<file path="src/inc/vt_pkg.sv">
package vt_pkg;

  // Register indexes behind the indexed data port.
  localparam logic [6:0] IDX_VTOTAL  = 7'h06;
  localparam logic [6:0] IDX_OVF     = 7'h07;
  localparam logic [6:0] IDX_PRESET  = 7'h08;
  localparam logic [6:0] IDX_MAXSCAN = 7'h09;
  localparam logic [6:0] IDX_SAH     = 7'h0C;
  localparam logic [6:0] IDX_SAL     = 7'h0D;
  localparam logic [6:0] IDX_VSS     = 7'h10;
  localparam logic [6:0] IDX_VSE     = 7'h11;
  localparam logic [6:0] IDX_VDE     = 7'h12;
  localparam logic [6:0] IDX_VBS     = 7'h15;
  localparam logic [6:0] IDX_LCMP    = 7'h18;
  // Highest index of the write protected timing group.
  localparam logic [6:0] IDX_WP_LAST = 7'h07;

  // Field positions.
  localparam int OVF_VT8   = 0;
  localparam int OVF_VDE8  = 1;
  localparam int OVF_VSS8  = 2;
  localparam int OVF_VBS8  = 3;
  localparam int OVF_LC8   = 4;
  localparam int OVF_VT9   = 5;
  localparam int OVF_VDE9  = 6;
  localparam int OVF_VSS9  = 7;
  localparam int MSL_VBS9  = 5;
  localparam int MSL_LC9   = 6;
  localparam int VSE_WP    = 7;
  localparam int PRS_RSV   = 7;
  // Overflow bits that stay writable under protection.
  localparam logic [7:0] OVF_WP_FREE = 8'h10;
  // Pixel steps of the byte pan field.
  localparam logic [4:0] PAN_STEP9 = 5'h09;
  localparam logic [4:0] PAN_STEP8 = 5'h08;

  // Reset values.
  localparam logic [7:0] RST_REG  = 8'h00;
  localparam logic [10:0] RST_LINE = 11'h000;

  // Vertical timing outputs travelling together.
  typedef struct packed {
    logic vde;
    logic vblank;
    logic vsync;
    logic split;
  } vt_timing_s;

  // Whole state of the block.
  typedef struct packed {
    logic [6:0]  idx;
    logic [7:0]  vtotal;
    logic [7:0]  ovf;
    logic [7:0]  preset;
    logic [7:0]  maxscan;
    logic [7:0]  sah;
    logic [7:0]  sal;
    logic [7:0]  vss;
    logic [7:0]  vse;
    logic [7:0]  vde;
    logic [7:0]  vbs;
    logic [7:0]  lcmp;
    logic [10:0] line;
    logic [4:0]  row;
    logic [7:0]  rdata;
    vt_timing_s  tim;
  } vt_state_s;

endpackage

</file>
<file path="src/hw/vt_vertical.sv">
`timescale 1ns/1ps
// Behaviour
// - Vertical total is ten bits, overflow bits 0,5
// - Display end is ten bits, overflow bits 1,6
// - Sync start is ten bits, overflow bits 2,7
// - Sync begins on line equal sync start
// - Blank start from overflow bit 3, maxscan bit 5
// - Blanking begins on line equal blank start
// - Line compare assembled; address restarts at zero there
// - Split screen: lower part shows buffer start
// - Overflow bit 4 stays writable under protection
// - Protected indexes zero to seven ignore writes
// - Byte pan shifts 9 or 8 pixel steps
// - Nine dot disable forces 8 pixel steps
// - Preset register bit 7 reads zero
module vt_vertical (
  // Clock and reset.
  input  wire logic               ref_clk,
  input  wire logic               rst,
  // Indexed register port.
  input  wire logic               idx_wr,
  input  wire logic               data_wr,
  input  wire logic [7:0]         wdata,
  output logic      [7:0]         rdata,
  // Line and mode inputs.
  input  wire logic               line_tick,
  input  wire logic               text_9dot,
  input  wire logic               nine_dot_disable,
  // Timing outputs.
  output vt_pkg::vt_timing_s      timing,
  output logic      [10:0]        scan_line,
  output logic      [4:0]         row_scan,
  output logic      [15:0]        mem_base,
  output logic      [4:0]         byte_pan_px,
  output logic                    write_protect
);
  import vt_pkg::*;

  vt_state_s  s;
  vt_state_s  next_s;
  logic [9:0] vtot;
  logic [9:0] vdee;
  logic [9:0] vss10;
  logic [9:0] vbs10;
  logic [9:0] lc10;
  logic       prot;
  logic       wrap;
  logic [10:0] nl;

  // Assemble the ten bit values from low bytes and overflow bits.
  assign vtot  = {s.ovf[OVF_VT9], s.ovf[OVF_VT8], s.vtotal};
  assign vdee  = {s.ovf[OVF_VDE9], s.ovf[OVF_VDE8], s.vde};
  assign vss10 = {s.ovf[OVF_VSS9], s.ovf[OVF_VSS8], s.vss};
  assign vbs10 = {s.maxscan[MSL_VBS9], s.ovf[OVF_VBS8], s.vbs};
  assign lc10  = {s.maxscan[MSL_LC9], s.ovf[OVF_LC8], s.lcmp};
  assign prot  = s.vse[VSE_WP];
  // The frame holds vtot plus two lines, so the last is vtot plus one.
  assign wrap  = (s.line == ({1'b0, vtot} + 11'h001));
  assign nl    = wrap ? RST_LINE : s.line + 11'h001;

  // Register writes, line counting and read data.
  always_comb begin
    next_s = s;
    if (idx_wr) begin
      next_s.idx = wdata[6:0];
    end
    if (data_wr && !(prot && s.idx <= IDX_WP_LAST)) begin
      case (s.idx)
        IDX_VTOTAL:  next_s.vtotal  = wdata;
        IDX_OVF:     next_s.ovf     = wdata;
        IDX_PRESET:  next_s.preset  = wdata;
        IDX_MAXSCAN: next_s.maxscan = wdata;
        IDX_SAH:     next_s.sah     = wdata;
        IDX_SAL:     next_s.sal     = wdata;
        IDX_VSS:     next_s.vss     = wdata;
        IDX_VSE:     next_s.vse     = wdata;
        IDX_VDE:     next_s.vde     = wdata;
        IDX_VBS:     next_s.vbs     = wdata;
        IDX_LCMP:    next_s.lcmp    = wdata;
        // Unmapped indexes drop the data but keep any new index.
        default: begin
        end
      endcase
    end
    // Line compare bit 8 escapes protection on the overflow register.
    if (data_wr && prot && s.idx == IDX_OVF) begin
      next_s.ovf = (s.ovf & ~OVF_WP_FREE) | (wdata & OVF_WP_FREE);
    end
    // Line, timing and row scan move only at a line boundary; read data does not.
    if (line_tick) begin
      next_s.line = nl;
      next_s.tim.vde = ({1'b0, nl} <= {2'b00, vdee});
      if (nl == {1'b0, vss10}) begin
        next_s.tim.vsync = 1'b1;
      end else if (nl[3:0] == s.vse[3:0]) begin
        next_s.tim.vsync = 1'b0;
      end
      if (wrap) begin
        next_s.tim.vblank = 1'b0;
      end else if (nl == {1'b0, vbs10}) begin
        next_s.tim.vblank = 1'b1;
      end
      // Row scan: preset at frame top, zero at the split line.
      if (wrap) begin
        next_s.row = s.preset[4:0];
        next_s.tim.split = 1'b0;
      end else if (nl == {1'b0, lc10}) begin
        next_s.row = 5'h00;
        next_s.tim.split = 1'b1;
      end else if (s.row == s.maxscan[4:0]) begin
        next_s.row = 5'h00;
      end else begin
        next_s.row = s.row + 5'h01;
      end
    end
    // Read data is registered, so it follows the index by a cycle.
    case (s.idx)
      IDX_VTOTAL:  next_s.rdata = s.vtotal;
      IDX_OVF:     next_s.rdata = s.ovf;
      IDX_PRESET:  next_s.rdata = {1'b0, s.preset[6:0]};
      IDX_MAXSCAN: next_s.rdata = s.maxscan;
      IDX_SAH:     next_s.rdata = s.sah;
      IDX_SAL:     next_s.rdata = s.sal;
      IDX_VSS:     next_s.rdata = s.vss;
      IDX_VSE:     next_s.rdata = s.vse;
      IDX_VDE:     next_s.rdata = s.vde;
      IDX_VBS:     next_s.rdata = s.vbs;
      IDX_LCMP:    next_s.rdata = s.lcmp;
      default:     next_s.rdata = RST_REG;
    endcase
  end

  // State register; all registers clear to zero on reset.
  always_ff @(posedge ref_clk) begin
    if (rst) begin
      s <= '0;
    end else begin
      s <= next_s;
    end
  end

  // Byte pan: 9 pixel steps only for 9-dot text without the override.
  always_comb begin
    if (text_9dot && !nine_dot_disable) begin
      byte_pan_px = 5'(s.preset[6:5] * PAN_STEP9);
    end else begin
      byte_pan_px = 5'(s.preset[6:5] * PAN_STEP8);
    end
  end

  // Upper part fetches from the start address, lower from byte zero.
  assign mem_base      = s.tim.split ? 16'h0000 : {s.sah, s.sal};
  assign rdata         = s.rdata;
  assign timing        = s.tim;
  assign scan_line     = s.line;
  assign row_scan      = s.row;
  assign write_protect = prot;
endmodule

</file>
<file path="config.mk">
export PLATFORM = sky130hd
export DESIGN_NAME = vt_vertical
export DESIGN_NICKNAME = d
export VERILOG_FILES = /design/src/inc/vt_pkg.sv /design/src/hw/vt_vertical.sv
export SDC_FILE = /design/constraint.sdc
export NUM_CORES = 1
export LEC_CHECK = 0
export BUFFER_PORTS_ARGS = -buffer_cell sky130_fd_sc_hd__buf_4
export CORE_AREA = 10 10 138 127
export DETAILED_ROUTE_END_ITERATION = 8
export DIE_AREA = 0 0 148 137
export PLACE_DENSITY = 0.68
export SLEW_MARGIN = 20
export SYNTH_ARGS = -nofsm -noshare
export SYNTH_HDL_FRONTEND = slang
export SYNTH_SLANG_ARGS = --single-unit
export TNS_END_PERCENT = 50
</file>
<file path="constraint.sdc">
create_clock -name ref_clk -period 5.6 [get_ports ref_clk]
set_clock_uncertainty 0.15 [all_clocks]
set_input_delay 1.12 -clock ref_clk [delete_from_list [all_inputs] [get_ports ref_clk]]
set_output_delay 1.12 -clock ref_clk [all_outputs]
set_load 0.01 [all_outputs]
</file>
======== Word level (Yosys, flattened, before mapping) ========
Cells that the tools add are included.
word-level totals
  input port bits ......................... 15
  bits in registers ....................... 123
  logic and storage cells ................. 94
  output and inout port bits .............. 50
cells by class
  reduce and logical (&&, ||, !) cells .... 26
  multiplexer cells ....................... 25
  eq/ne operators ......................... 17
  bitwise gates (word level) .............. 1
  order comparisons ....................... 2
  multipliers ............................. 1
  $add $sub $neg .......................... 3
operators by type and width
  kind                                                                               number
  8-bit two-way mux                                                                  11
  8-bit one-hot mux with 11 select lines                                             1
  80-bit two-way mux                                                                 1
  7-bit by 5-bit == test with 1-bit output (second input constant)                   5
  11-bit by 10-bit == test with 1-bit output                                         3
  7-bit by 4-bit == test with 1-bit output (second input constant)                   4
  2-bit AND reduction                                                                14
  5-bit two-way mux                                                                  4
  16-bit two-way mux                                                                 1
  7-bit by 3-bit == test with 1-bit output (second input constant)                   2
  10-bit by 1-bit adder with 11-bit output (second input constant)                   1
  11-bit by 1-bit adder with 11-bit output (second input constant)                   1
  11-bit == test                                                                     1
  11-bit by 10-bit less-or-equal comparator with 1-bit output                        1
  11-bit two-way mux                                                                 1
  2-bit nonzero test                                                                 5
  8-bit by 5-bit bitwise OR with 8-bit output                                        1
  7-bit by 3-bit less-or-equal comparator with 1-bit output (second input constant)  1
  1-bit two-way mux                                                                  6
  5-bit by 1-bit adder with 5-bit output (second input constant)                     1
  5-bit == test                                                                      1
  1-bit logical AND                                                                  5
  2-bit by 4-bit multiplier with 5-bit output (second input constant)                1
  4-bit == test                                                                      1
  1-bit zero test                                                                    2

======== Longest topological paths before layout ========
  depth in word-level cells ............... 6
  gate-level depth with buffers ........... 19

======== Least setup slack after synthesis ========
No wires, ideal clock.
  path type ............................... flip-flop to flip-flop
  start ................................... register s[108] (netlist name)
  end ..................................... register s (netlist bit timing[3])
  arrival ................................. 3.350 ns
  path slack .............................. 2.007 ns
  stages on the path, launching flop included .. 18
  path buffers ............................ 1
  data required time ...................... 5.357 ns
  cells stage by stage .................... dfxtp_1 -> ha_1 -> nand3_2 -> o31a_1 -> nor4_2 -> o2111a_1 -> buf_6 -> a21oi_1 -> ha_1 -> nor2b_1 -> o21a_1 -> o21a_1 -> o21a_1 -> o21a_1 -> o21ai_0 -> a21oi_1 -> o31a_1 -> o32ai_1
between the ends
  longest elaborated chain between the ends .. 4
ends and longest elaborated chain
  element                                                      line                source
  from (decl)                                                  vt_vertical.sv:39   vt_state_s s;
  from (signal assigned)                                       vt_vertical.sv:138  s <= next_s;
  10-bit by 1-bit adder with 11-bit output                     vt_vertical.sv:58   assign wrap = (s.line == ({1'b0, vtot} + 11'h001));
  11-bit == test                                               vt_vertical.sv:58
  11-bit two-way mux                                           vt_vertical.sv:59   assign nl = wrap ? RST_LINE : s.line + 11'h001;
  net nl[1]                                                    vt_vertical.sv:48   logic [10:0] nl;
  11-bit by 10-bit less-or-equal comparator with 1-bit output  vt_vertical.sv:92   next_s.tim.vde = ({1'b0, nl} <= {2'b00, vdee});
The timed path passes the listed nets, and every way through them passes these cells.
A chain may end at the register's enable or synchronous reset.

======== Final worst setup path ========
  start ................................... register s[108] (netlist name)
  end ..................................... register s (netlist bit timing[3])
between the ends
  longest elaborated chain between the ends .. 4
ends and longest elaborated chain
  element                                                      line
  10-bit by 1-bit adder with 11-bit output                     vt_vertical.sv:58
  11-bit == test                                               vt_vertical.sv:58
  11-bit two-way mux                                           vt_vertical.sv:59
  11-bit by 10-bit less-or-equal comparator with 1-bit output  vt_vertical.sv:92
No other way between the ends.

==> summary.md <==
| Metric | Value |
|---|---|
| Sequential share of the synthesized area | `34.1%` |
| Post-Syn Instances | `875` |
| Hold EP | `s[71]` |
| Combinational share of power | `9.9%` |
| Area growth syn-to-layout | `11.5%` |
| Vias in the first global route | `5772` |
| Critical path origin | `s[108]` |
| Total die area | `20300 µm²` |
| Yosys top cell area share | `34.1%` |
| Vias/cell | `5.90` |
| Max Buffers Root-to-Sink | `2` |
| Final hold vios | `0` |
| WP data required | `5.79 ns` |
| Crit Reg-Reg Endpoint | `timing[3]` |
| Cell family with the largest share of critical-path delay | `simple AND/OR/NAND/NOR gates` |
| Hold Crit Class | `flip-flop to flip-flop` |
| Worst setup SP type | `flip-flop` |
| RR Startpoint | `s[108]` |
| Net switching fraction of the power | `26.2%` |
| NetSw | `0.572 mW` |
| Headroom to the max-slew limit | `25.1%` |
| Final Cell Area | `7990 µm²` |
| Buffer and inverter count on the worst path | `1` |
| PortBufs | `63` |
| MaxCap Viol Count | `0` |
| Critical path's most frequent cell | `o21a_1` |
| # IOs | `65` |
| Max-slew violations | `0` |
| DRC Markers | `0` |
| Yosys reg bits | `122` |
| Gpl congestion | `0.940` |
| YS warnings | `0` |
| Worst slew pin tran | `1.11 ns` |
| Row count | `42` |
| Drt wl/cell | `20.4 µm` |
| Outcome | `finished, final reports clean` |
| Hold Crit Depth | `2` |
| Synthesized area | `7170 µm²` |
| Cell Pwr Density | `274 nW/µm²` |
| Placed cell area | `7420 µm²` |
| Resize count post-CTS | `0` |
| Clock-pin slew of the registers on the worst-case setup and hold paths | `0.06 ns` |
| Commonest cells in the netlist | `dfxtp_1 (122), nor2_1 (106), nand2_1 (93)` |
| Min-delay src | `s[71]` |
| CORE AREA | `14600 µm²` |
| Via count | `6381` |
| CP max stage cell | `or4_1` |
| Post-synthesis async set-or-reset flop share | `0%` |
| Final wirelength | `22100 µm` |
| Final non-filler cell total | `1081` |
| # Post-CTS Setup Buffers | `0` |
| Final #Nets | `898` |
| Hold buffer count at CTS | `0` |
| Peak VDD IR | `250 µV` |
| Dpl ws | `1.49 ns` |
| CP Data Arrival Time | `4.38 ns` |
| Overall routing resource usage | `21.6%` |
| Largest net degree at the start of global routing | `86` |
| Detailed Place HPWL | `15400 µm` |
| EDFF count, synth | `0` |
| Global-route wire length before repair | `34200 µm` |
| CTS tree | `built` |
| Initial antenna violation count | `0` |
| CP Class | `flip-flop to flip-flop` |
| Worst Path Max Fanout | `11` |
| Area leader, netlist | `dfxtp_1` |
| Most common cell in the synthesized netlist | `dfxtp_1` |
| Syn Nets | `903` |
| Htree depth | `4` |
| Tcrit/Tclk final | `74.9%` |
| Tmin final | `4.19 ns` |
| Primary FF master, synth | `dfxtp_1` |
| Setup TNS Final | `0 ns` |
| Max Fclk | `0.238 GHz` |
| RSZ-0062 raised after global routing | `no` |
| Die height | `137 µm` |
| Clk Latency, worst-skew pair | `0.43 ns` |
| Diode count | `0` |
| 1st-iter DRT viols | `754` |
| Post-synthesis average cell area | `8.19 µm²` |
| CTS Root Cell | `clkbuf_16` |
| Cell variety after synth | `69` |
| Cells after DPL | `1049` |
| Pleak | `3.14 nW` |
| Initial core utilization | `49.0%` |
| Sequential share of power | `41.6%` |
| Setup WS post-layout | `1.41 ns` |
| Crit-path cells | `ha_1, nand3_1, or4_1, nand3_1, and2_1, nor2_1, inv_1, ha_1, nor2b_1, o21a_1, o21a_1, o21a_1, o21a_1, o21ai_0, a21oi_1, o31a_1, o32ai_1` |
| Ranking of synthesized cells by area | `dfxtp_1 (34%), mux2i_1 (12%), nor2_1 (5.6%)` |
| Routed Antenna Nets | `0` |
| # setup viols final | `0` |
| CP peak stage delay | `0.54 ns` |
| Power Internal | `1.62 mW` |
| Overall power | `2.19 mW` |
| Grt ovf | `0` |
| R2R depth | `17` |
| CTS buffer count | `17` |
| Reg-to-reg slack, setup | `1.41 ns` |
| Critical path endpoint category | `flip-flop` |
| Die W | `148 µm` |
| Share of layout cells above drive strength 1 | `14.0%` |
| Clk sink count | `122` |
| Pre-Repair DR Iteration Count | `6` |
| Clock network power share | `48.5%` |
## tightest hold or removal path: stages (launching register included)
cell	delay [ns]
dfxtp_1	0.32
nand2_1	0.06
a21oi_1	0.05
## power groups by stage
| stage | Combinational [mW] | Clock, mW | Sequential, mW |
|---|---|---|---|
| 4_1_cts | 0.215 | 1.07 | 0.910 |
| 5_1_grt | 0.236 | 1.12 | 0.913 |
| 3_5_place_dp | 0.214 | 0 | 0.929 |
| 2_1_floorplan | 0.171 | 0 | 0.914 |
| 6_report | 0.216 | 1.06 | 0.911 |
| 3_3_place_gp | 0.213 | 0 | 0.929 |
## registers in the layout (all words and copies together) (netlist names)
register and flops:
rdata 8, scan_line 11, write_protect 1, s 83, lc10 10, timing 4
row_scan 5
## placed cells by master (no fill, tap or decap), types with 3 or more instances in the layout
| cell type | instances |
|---|---|
| dfxtp_1 | 122 |
| nor2_1 | 106 |
| nand2_1 | 93 |
| mux2i_1 | 83 |
| buf_4 | 69 |
| a21oi_1 | 52 |
| nand3_1 | 41 |
| o21ai_0 | 25 |
| xnor2_1 | 25 |
| xor2_1 | 22 |
| nor2b_1 | 21 |
| a31oi_1 | 20 |
| inv_1 | 18 |
| clkbuf_16 | 17 |
| ha_1 | 13 |
| nor3_1 | 11 |
| a22oi_1 | 11 |
| mux2_2 | 11 |
| and2_1 | 9 |
| a222oi_1 | 9 |
| nand2b_1 | 8 |
| o21a_1 | 8 |
| nand4_1 | 7 |
| and3_1 | 5 |
| clkinv_2 | 5 |
| o32ai_1 | 4 |
| o31a_1 | 3 |
| and3b_1 | 3 |
| nor4b_1 | 3 |
| clkbuf_1 | 3 |
| clkinv_4 | 3 |
## per-layer routing
layer | up-vias | routed length, µm | track usage, %
met3 | 45 | 1810 | 6.17
met2 | 276 | 10300 | 33.2
li1 | 3013 | - | -
met1 | 3047 | 9510 | 28.4
met4 | 0 | 498 | 7.54
met5 | - | 0 | 0
## logic make-up (layout without fill, tap and decap cells)
group | after synthesis | after routing | synth area share, %
simple gates | 325 | 325 | 21.3
other cells | 1 | 1 | 0.0523
fa+ha+maj | 13 | 13 | 2.27
xor+xnor | 48 | 48 | 5.97
buf+inv | 111 | 119 | 8.03
compound gates | 161 | 161 | 15.0
flops | 122 | 122 | 34.1
mux | 94 | 94 | 13.3
## stage by stage
stage / utilization (%) / hold WS [ns]
floorplan: - / 0.291
global placement: 50.8 / 0.307
detailed placement: 50.8 / 0.312
CTS: 54.7 / 0.320
global route: 54.7 / 0.348
finish: 54.7 / 0.322
## final cells by class
class | count | area, µm²
clock inverter | 12 | 126
fill | 1387 | 6620
tap | 198 | 248
clock buffer | 20 | 437
multi-input combinational | 642 | 4150
timing repair buffer | 69 | 518
inverter | 18 | 67.6
sequential | 122 | 2440
## worst max-delay path by stage
stage                     depth (start not counted)  slack [ns]   endpoint
final                                            17        1.41  timing[3]
after floorplan                                  17        2.01  timing[3]
after global routing                             16        1.13  timing[3]
after global placement                           17        1.55  timing[3]
after CTS                                        17        1.46  timing[3]
after detailed placement                         17        1.49  timing[3]
No activity file was read; power rests on OpenSTA's default activity.
